**config.mk**
```make
export PLATFORM = sky130hd
export DESIGN_NAME = rt_ethernet_status_led_driver
export DESIGN_NICKNAME = d
export VERILOG_FILES = /design/src/rtl/status_led_pkg.sv /design/src/rtl/rt_ethernet_status_led_driver.sv
export SDC_FILE = /design/constraint.sdc
export NUM_CORES = 1
export LEC_CHECK = 0
export ABC_CLOCK_PERIOD_IN_PS = 5950
export BUFFER_PORTS_ARGS = -buffer_cell sky130_fd_sc_hd__buf_4
export CORE_MARGIN = 1.5
export CORE_UTILIZATION = 65
export DETAILED_ROUTE_END_ITERATION = 6
export PLACE_DENSITY = 0.94
export REMOVE_ABC_BUFFERS = 1
export SLEW_MARGIN = 15
export SYNTH_ARGS = -nofsm -noshare
export SYNTH_HDL_FRONTEND = slang
export SYNTH_SLANG_ARGS = --single-unit
```
**constraint.sdc**
```tcl
create_clock -name i_mclk -period 5.95 [get_ports i_mclk]
set_input_delay 1.19 -clock i_mclk [delete_from_list [all_inputs] [get_ports i_mclk]]
set_output_delay 1.19 -clock i_mclk [all_outputs]
set_load 0.01 [all_outputs]
```
**src/rtl/status_led_pkg.sv**
```systemverilog
package status_led_pkg;
	// ************************************************************
	// Timing
	// ************************************************************
	localparam int unsigned CLK_HZ         = 10_000_000;
	localparam int unsigned MS_PER_S       = 1000;
	localparam int unsigned TICK_CYCLES    = CLK_HZ / MS_PER_S;
	localparam int unsigned SIGNAL_HALF_MS = 500;
	localparam int unsigned SIGNAL_TOTAL_S = 3;
	localparam int unsigned SIGNAL_TOTAL_MS = SIGNAL_TOTAL_S * MS_PER_S;
	localparam int unsigned NODATA_HALF_MS = 250;
	localparam int unsigned ACT_HALF_MS    = 50;
	localparam int unsigned MS_W           = 12;
	localparam int unsigned TICK_W         = 14;
	localparam int unsigned NUM_CH         = 2;
	// Crossover hunt dwell before swapping pairs
	localparam int unsigned MDIX_DWELL_MS  = 100;

	// ************************************************************
	// Line rate encoding
	// ************************************************************
	localparam logic RATE_10M  = 1'h0;
	localparam logic RATE_100M = 1'h1;
endpackage : status_led_pkg

```
**src/rtl/rt_ethernet_status_led_driver.sv**
```systemverilog
// Operation
// [RL1] Discovery signal request flashes system-failure LED red at 1 Hz for 3 s.
// [RL2] System-failure LED steady on watchdog, diagnosis or system error, else off.
// [RL3] No cyclic data exchange flashes bus-failure LED at 2 Hz, 250/250 ms.
// [RL4] Bus-failure LED steady on no config, low-speed link or no link.
// [RL5] Signal flash is 500 ms on, 500 ms off, 3 s total, then normal.
// [RL6] Green link LED on per channel while that channel has link.
// [RL7] Yellow traffic LED flickers per channel with frames, off without.
// [RL8] Heavy traffic toggles traffic LED at about 10 Hz, 50/50 ms.
// [RL9] Light traffic toggles traffic LED on individual frame events.
// [RL10] Port detects cable type and swaps receive and transmit pairs.
// [RL11] Each port runs at 10 or 100 MBit/s over two pairs.
// [RL12] Blinks use one millisecond tick; patterns restart on state change.
`timescale 1ns/100ps
module rt_ethernet_status_led_driver #(
	parameter int unsigned NUM_CH      = status_led_pkg::NUM_CH,
	// Cycles per millisecond tick; a short tick lets simulation reach second-scale patterns
	parameter int unsigned TICK_CYCLES = status_led_pkg::TICK_CYCLES
) (
	// Clock and reset
	input  wire logic              i_mclk,
	input  wire logic              i_reset,
	// Protocol stack flags, same clock domain
	input  wire logic              i_discovery_signal_request,
	input  wire logic              i_watchdog_timeout,
	input  wire logic              i_diagnosis_present,
	input  wire logic              i_system_error,
	input  wire logic              i_no_data_exchange,
	input  wire logic              i_no_configuration,
	// PHY indications, asynchronous
	input  wire logic [NUM_CH-1:0] i_phy_link,
	input  wire logic [NUM_CH-1:0] i_phy_speed_100,
	input  wire logic [NUM_CH-1:0] i_phy_frame,
	// Pair swap and rate
	output logic      [NUM_CH-1:0] o_mdix_swap,
	output logic      [NUM_CH-1:0] o_line_rate,
	// LEDs
	output logic                   o_system_failure_led,
	output logic                   o_bus_failure_led,
	output logic      [NUM_CH-1:0] o_link_led,
	output logic      [NUM_CH-1:0] o_traffic_led
);
	localparam int unsigned TW = status_led_pkg::TICK_W;
	localparam int unsigned MW = status_led_pkg::MS_W;
	localparam logic [TW-1:0] TICK_LAST = TW'(TICK_CYCLES - 1);
	localparam logic [MW-1:0] SIG_HALF  = MW'(status_led_pkg::SIGNAL_HALF_MS - 1);
	localparam logic [MW-1:0] SIG_TOTAL = MW'(status_led_pkg::SIGNAL_TOTAL_MS - 1);
	localparam logic [MW-1:0] ND_HALF   = MW'(status_led_pkg::NODATA_HALF_MS - 1);
	localparam logic [MW-1:0] ACT_HALF  = MW'(status_led_pkg::ACT_HALF_MS - 1);
	localparam logic [MW-1:0] DWELL     = MW'(status_led_pkg::MDIX_DWELL_MS - 1);

	typedef enum logic [1:0] {BUS_OFF, BUS_FLASH, BUS_STEADY} bus_mode_e;

	// ************************************************************
	// State
	// ************************************************************
	typedef struct packed {
		logic [TW-1:0]         tick_cnt;
		logic                  req_prev;
		logic                  sig_active;
		logic [MW-1:0]         sig_total;
		logic [MW-1:0]         sig_phase;
		logic                  sig_on;
		bus_mode_e             bus_mode;
		logic [MW-1:0]         bus_phase;
		logic                  bus_on;
		logic [NUM_CH-1:0]     link_s1;
		logic [NUM_CH-1:0]     link_s2;
		logic [NUM_CH-1:0]     spd_s1;
		logic [NUM_CH-1:0]     spd_s2;
		logic [NUM_CH-1:0]     frm_s1;
		logic [NUM_CH-1:0]     frm_s2;
		logic [NUM_CH-1:0]     frm_prev;
		logic [NUM_CH-1:0]     act_busy;
		logic [NUM_CH-1:0]     act_pend;
		logic [NUM_CH*MW-1:0]  act_phase;
		logic [NUM_CH-1:0]     swap;
		logic [NUM_CH*MW-1:0]  hunt;
		logic                  sys_led;
		logic                  bus_led;
		logic [NUM_CH-1:0]     link_led;
		logic [NUM_CH-1:0]     act_led;
	} state_s;

	state_s st_q;
	state_s st_d;
	logic   ms_tick;
	logic   any_steady_bus;
	logic   sys_err;
	bus_mode_e bus_sel;

	// ************************************************************
	// Millisecond tick and shared flags
	// ************************************************************
	assign ms_tick = (st_q.tick_cnt == TICK_LAST); // RL12
	assign sys_err = i_watchdog_timeout | i_diagnosis_present | i_system_error;
	// Low speed means not at 100 MBit/s on any linked port
	assign any_steady_bus = i_no_configuration | ~(|st_q.link_s2) |
		~(|(st_q.link_s2 & st_q.spd_s2)); // RL4
	// Steady beats flash
	assign bus_sel = any_steady_bus ? BUS_STEADY : (i_no_data_exchange ? BUS_FLASH : BUS_OFF);

	always_comb begin
		st_d = st_q;
		st_d.tick_cnt = ms_tick ? '0 : st_q.tick_cnt + TW'(1);
		st_d.link_s1  = i_phy_link;
		st_d.link_s2  = st_q.link_s1;
		st_d.spd_s1   = i_phy_speed_100;
		st_d.spd_s2   = st_q.spd_s1;
		st_d.frm_s1   = i_phy_frame;
		st_d.frm_s2   = st_q.frm_s1;
		st_d.frm_prev = st_q.frm_s2;
		st_d.req_prev = i_discovery_signal_request;

		// ************************************************************
		// Timed signal flash, retriggered by a new request
		// ************************************************************
		if (i_discovery_signal_request && !st_q.req_prev) begin
			st_d.sig_active = 1'b1; // RL1
			st_d.sig_total  = '0;
			st_d.sig_phase  = '0; // RL12
			st_d.sig_on     = 1'b1;
		end else if (st_q.sig_active && ms_tick) begin
			st_d.sig_total = st_q.sig_total + MW'(1);
			if (st_q.sig_total == SIG_TOTAL) begin
				st_d.sig_active = 1'b0; // RL5
			end
			if (st_q.sig_phase == SIG_HALF) begin
				st_d.sig_phase = '0;
				st_d.sig_on    = ~st_q.sig_on; // RL5
			end else begin
				st_d.sig_phase = st_q.sig_phase + MW'(1);
			end
		end
		// Signal flash overrides the steady error indication while it runs
		st_d.sys_led = st_d.sig_active ? st_d.sig_on : sys_err; // RL2

		// ************************************************************
		// Bus failure indication
		// ************************************************************
		st_d.bus_mode = bus_sel;
		if (bus_sel != st_q.bus_mode) begin
			st_d.bus_phase = '0; // RL12
			st_d.bus_on    = 1'b1;
		end else if (ms_tick) begin
			if (st_q.bus_phase == ND_HALF) begin
				st_d.bus_phase = '0;
				st_d.bus_on    = ~st_q.bus_on; // RL3
			end else begin
				st_d.bus_phase = st_q.bus_phase + MW'(1);
			end
		end
		unique case (bus_sel)
			BUS_OFF:    st_d.bus_led = 1'b0;
			BUS_FLASH:  st_d.bus_led = st_d.bus_on; // RL3
			BUS_STEADY: st_d.bus_led = 1'b1; // RL4
			default:    st_d.bus_led = 1'b0;
		endcase

		// ************************************************************
		// Per channel link, traffic and crossover
		// ************************************************************
		for (int c = 0; c < NUM_CH; c++) begin
			st_d.link_led[c] = st_q.link_s2[c]; // RL6
			// A frame during a running flash is held, so bursts give a 10 Hz rhythm
			if (st_q.frm_s2[c] && !st_q.frm_prev[c] && st_q.link_s2[c]) begin
				st_d.act_pend[c] = 1'b1;
			end
			if (!st_q.link_s2[c]) begin
				st_d.act_busy[c] = 1'b0;
				st_d.act_pend[c] = 1'b0;
				st_d.act_led[c]  = 1'b0; // RL7
			end else if (!st_q.act_busy[c] && st_q.act_pend[c]) begin
				st_d.act_busy[c] = 1'b1; // RL9
				st_d.act_pend[c] = st_q.frm_s2[c] && !st_q.frm_prev[c];
				st_d.act_led[c]  = 1'b1; // RL7
				st_d.act_phase[c*MW +: MW] = '0;
			end else if (st_q.act_busy[c] && ms_tick) begin
				if (st_q.act_phase[c*MW +: MW] == ACT_HALF) begin
					st_d.act_phase[c*MW +: MW] = '0;
					st_d.act_led[c] = 1'b0; // RL8
					st_d.act_busy[c] = st_q.act_led[c];
				end else begin
					st_d.act_phase[c*MW +: MW] = st_q.act_phase[c*MW +: MW] + MW'(1);
				end
			end
			// No link: alternate straight and crossed pairs until one links
			if (st_q.link_s2[c]) begin
				st_d.hunt[c*MW +: MW] = '0; // RL10
			end else if (ms_tick) begin
				if (st_q.hunt[c*MW +: MW] == DWELL) begin
					st_d.hunt[c*MW +: MW] = '0;
					st_d.swap[c] = ~st_q.swap[c]; // RL10
				end else begin
					st_d.hunt[c*MW +: MW] = st_q.hunt[c*MW +: MW] + MW'(1);
				end
			end
		end
	end

	// ************************************************************
	// State register
	// ************************************************************
	always_ff @(posedge i_mclk) begin
		if (i_reset) begin
			st_q <= '0;
		end else begin
			st_q <= st_d;
		end
	end

	// ************************************************************
	// Outputs
	// ************************************************************
	assign o_system_failure_led = st_q.sys_led;
	assign o_bus_failure_led    = st_q.bus_led;
	assign o_link_led           = st_q.link_led;
	assign o_traffic_led        = st_q.act_led;
	assign o_mdix_swap          = st_q.swap;
	// Rate follows the PHY's resolved speed: 1 = 100, 0 = 10 MBit/s
	assign o_line_rate          = st_q.spd_s2; // RL11
endmodule : rt_ethernet_status_led_driver

```
# [Word-level counts from Yosys, hierarchy flattened]
# Cells that the tools add are included.
[word_totals] ff_bits=130 input_bits=14
[op_classes] add_sub_neg=8 eq_ne=11 mux=37 bitwise=13 reduce_logical=36
[op_table] op="$mux W12" n=10
[op_table] op="$add A12 B1 Y12 const B" n=7
[op_table] op="$mux W26" n=2
[op_table] op="$eq A12 B6 Y1 const B" n=2
[op_table] op="$eq A12 B7 Y1 const B" n=2
[op_table] op="$mux W1" n=23
[op_table] op="$reduce_or A2 Y1" n=9
[op_table] op="$add A14 B1 Y14 const B" n=1
[op_table] op="$eq A14 B14 Y1 const B" n=1
[op_table] op="$eq A12 B12 Y1 const B" n=1
[op_table] op="$eq A12 B8 Y1 const B" n=1
[op_table] op="$eq A12 B9 Y1 const B" n=1
[op_table] op="$reduce_bool A2 Y1" n=6
[op_table] op="$logic_and A1 B1 Y1" n=10
[op_table] op="$not A1 Y1" n=8
[op_table] op="$reduce_and A2 Y1" n=4
[op_table] op="$reduce_and A3 Y1" n=2
[op_table] op="$logic_not A1 Y1" n=5
[op_table] op="$or A1 B1 Y1" n=4
[op_table] op="$and A2 B2 Y2" n=1
[op_table] op="$eq A2 B1 Y1 const B" n=1
[op_table] op="$eq A2 B2 Y1 const B" n=1
[op_table] op="$mux W2" n=1
[op_table] op="$ne A2 B2 Y1" n=1
[op_table] op="$pmux W1 S2" n=1

# [Logic depth before layout (Yosys ltp)]
[depth] word_depth=8 depth_mapped=9

# [Least setup slack after synthesis]
# OpenSTA, ideal clock, no wires.
[synth_path] path_kind="input-to-reg" startpoint="input i_no_data_exchange" endpoint="register st_q[75] (netlist name)" arrival_ps=2147 required_ps=5885 path_slack_ps=3738 cell_stages=6 cell_sequence="xor2_1 nor2_1 mux2i_1 or3_1 clkbuf_1 nor2_1"
[synth_via] elab_chain_cells=4
[synth_lines] element="start, declared" line="rt_ethernet_status_led_driver.sv:28" source="input wire logic i_no_data_exchange,"
[synth_lines] element="$mux W1" line="rt_ethernet_status_led_driver.sv:101" source="assign bus_sel = any_steady_bus ? BUS_STEADY : (i_no_data_exchange ? BUS_FLASH : BUS_OFF);"
[synth_lines] element="$mux W2" line="rt_ethernet_status_led_driver.sv:101"
[synth_lines] element="$ne A2 B2 Y1" line="rt_ethernet_status_led_driver.sv:142" source="if (bus_sel != st_q.bus_mode) begin"
[synth_lines] element="$reduce_or A2 Y1 (no source line)"
[synth_lines] element="end signal, assigned" line="rt_ethernet_status_led_driver.sv:208" source="st_q <= st_d;"
[synth_lines] element="end, declared" line="rt_ethernet_status_led_driver.sv:85" source="state_s st_q;"
# No other way between the ends.
# A chain may end at the register's enable or synchronous reset.

# [Worst setup path in the final report]
[layout_path] startpoint="register st_q[116] (netlist name)" endpoint="register st_q[29] (netlist name)"
[layout_via] elab_chain_cells=1
[layout_lines] element="$eq A14 B14 Y1" line="rt_ethernet_status_led_driver.sv:95" source="assign ms_tick = (st_q.tick_cnt == TICK_LAST);"
# No other way between the ends.

==> flow_metrics.env <==
export IMPL_outcome="finished clean"
export IMPL_ir_worst_vdd_uv=203
export IMPL_yosys_area_share_simple_pct=29.4
export IMPL_clockRootBuffer="clkbuf_8"
export IMPL_rsz0062_at_grt="false"
export IMPL_initial_core_util_pct=67.3
export IMPL_hold_buffers=0
export IMPL_rr_startpoint="st_q[116]$_SDFF_PP0_"
export IMPL_p_leak_nw=2.32
export IMPL_synth_compound_area_share_pct=6.63
export IMPL_arrival_ps=3500
export IMPL_tns_ps=0
export IMPL_vias=4915
export IMPL_crit_path_end_kind="flip-flop"
export IMPL_worst_clock_skew_ps=7.68
export IMPL_synthFlopType="dfxtp_1"
export IMPL_n_antenna_cell=0
export IMPL_critPathRequiredTime_ps=6300
export IMPL_slowest_delay_ps=780
export IMPL_min_period_ps=3150
export IMPL_final_hold_violation_count=0
export IMPL_synth_area_per_cell_um2=8.75
export IMPL_fp_dieW_um=98.0
export IMPL_p_per_area_mw_per_mm2=312
export IMPL_fin_util_pct=76.2
export IMPL_synthMuxAreaShare_pct=0.341
export IMPL_grt_pass1_vias=4998
export IMPL_startpoint="st_q[116]$_SDFF_PP0_"
export IMPL_synth_edff_count=0
export IMPL_grt_pass1_wl_um=23000
export IMPL_cts_buffer_depth=2
export IMPL_slowest_stage="and4_1"
export IMPL_antenna_found_initial=0
export IMPL_cts_made_buffers=17
export IMPL_yosysUniqueCellTypes=54
export IMPL_grt_max_degree=40
export IMPL_setup_viol=0
export IMPL_synth_xor_area_share_pct=13.0
export IMPL_slew_headroom_pct=38.6
export IMPL_fmax_ghz=0.317
export IMPL_post_drt_via_cell_ratio=6.17
export IMPL_max_cap_violations=0
export IMPL_synth_top_area_share_pct=44.3
export IMPL_wl_um=13700
export IMPL_clk_latency_ps=520
export IMPL_synthCells=671
export IMPL_nets=701
export IMPL_nFillCells=550
export IMPL_synth_seq_cells=130
export IMPL_cts_htree_levels=4
export IMPL_post_cts_resized=0
export IMPL_crit_chain="ha_1, and3_1, and4_1, nand2_1, o21ai_1, nor2_1"
export IMPL_synth_area_top_cells="dfxtp_1, xnor2_1, nor2_1"
export IMPL_finalPower_w=0.00207
export IMPL_drt_iter0_markers=388
export IMPL_portBuffers=23
export IMPL_synth_top_family_by_area="simple AND/OR/NAND/NOR gates"
export IMPL_seq_area_frac_synth_pct=44.3
export IMPL_cp_max_fo=20
export IMPL_grt_ovfl_total=0
export IMPL_antenna_left=0
export IMPL_track_usage_pct=29.3
export IMPL_io_pin_count=24
export IMPL_hp_class="reg -> reg"
export IMPL_place_inst=765
export IMPL_drc=0
export IMPL_synth_area_mm2=0.00587
export IMPL_firstDrtPassIters=5
export IMPL_min_from="st_d[67]$_SDFF_PP0_"
export IMPL_cts_setup_buffers=0
export IMPL_die_area_mm2=0.00961
export IMPL_post_route_period_util_pct=53.0
export IMPL_area_growth_pct=13.1
export IMPL_rows=34
export IMPL_slew_viol_final=0
export IMPL_worst_slew_pin_transition_ps=915
export IMPL_synth_most_common_cell="dfxtp_1"
export IMPL_synth_commonest_cells="dfxtp_1, nor2_1, xnor2_1, nand2_1, xor2_1"
export IMPL_clk_pin_slew_ps=60
export IMPL_hpwl_um=8250
export IMPL_critical_path_class="reg -> reg"
export IMPL_drive_above_1_share_pct=9.29
export IMPL_crit_path_start_kind="flip-flop"
export IMPL_yosysTopAreaCell="dfxtp_1"
export IMPL_gp_congestion=0.902
export IMPL_layout_cells_non_filler=797
export IMPL_wl_per_cell_um=17.2
export IMPL_synth_warnings=0
export IMPL_clock_sinks=130
export IMPL_synth_fa_ha_area_share_pct=2.34
export IMPL_synth_async_reset_ratio_pct=0
export IMPL_fp_dieH_um=98.0
export IMPL_coreArea_mm2=0.00872
export IMPL_cts_tree="done"
-- placed cells by master (no fill, tap or decap), drive strengths merged, types with 21 or more instances in the layout --
cell type / n
nor2: 107
nand4: 32
dfxtp: 130
buf: 23
nor3: 23
nand2: 41
xnor2: 53
nor2b: 21
xor2: 34
nand3: 27
-- worst paths after layout --
path | to | slack [ps] | cells past startpoint
worst min register to register | o_line_rate[1]$_SDFF_PP0_ | 440 | 1
worst max register to register | st_q[29]$_SDFFE_PP0N_ | 2800 | 6
worst min-delay path | o_line_rate[1]$_SDFF_PP0_ | 440 | 1
worst max-delay path | st_q[29]$_SDFFE_PP0N_ | 2800 | 6
-- routing by layer --
layer / share of wire, % / wire length [um] / vias up / GRT usage (%)
met2: 51 / 6950 / 199 / 50.1
met5: 0 / 0 / - / 0
met1: 41 / 5590 / 2349 / 33.9
li1: - / - / 2331 / -
met3: 5.9 / 808 / 36 / 7.37
met4: 2.5 / 348 / 0 / 14.8
-- critical path: cells and delay by family, from the launching register on --
family	cells	cell delay (ps)
AND/OR/NAND/NOR	4	1560
AO/OA/AOI/OAI	1	780
flip-flops	1	370
adder cells (fa/ha/maj)	1	270
-- stage by stage --
stage                     hold slack, ps  cell area (um^2)  setup WS (ps)
final                                443              6640           2800
after CTS                            443              6640           2470
after detailed placement             429              6000           2690
after floorplan                      414              5690           3450
after global routing                 462              6640           2610
after global placement               418              6000           3010
-- registers in the layout, summed over array words and instances, names as in the netlist --
name                  cells
o_bus_failure_led         1
o_line_rate               2
o_link_led                2
o_mdix_swap               2
o_system_failure_led      1
o_traffic_led             2
st_d                     10
st_q                    110
-- where the power goes --
part	switching, W	internal (W)	total (W)	leakage (nW)
registers	0.00000750	0.000880	0.000888	1.05
clock network	0.000389	0.000747	0.00114	0.312
logic	0.0000286	0.0000182	0.0000468	0.958
total	0.000425	0.00165	0.00207	2.32
-- logic make-up (layout without fill, tap and decap cells) --
kind of cell / after synthesis / count (layout)
simple gates: 331 / 331
buf+inv: 51 / 69
fa+ha+maj: 11 / 11
flops: 130 / 130
xor+xnor: 87 / 87
mux: 2 / 2
compound gates: 59 / 59
-- cell type report --
cell class | count | area [um^2] | area share [%]
clock buffers | 20 | 445 | 6.70
clock inverters | 12 | 201 | 3.03
inverters | 14 | 52.6 | 0.791
multi-input cells | 490 | 3030 | 45.7
flip-flops and latches | 130 | 2600 | 39.2
well taps | 108 | 135 | 2.03
repair buffers | 23 | 173 | 2.60
No activity file was read; power rests on OpenSTA's default activity.
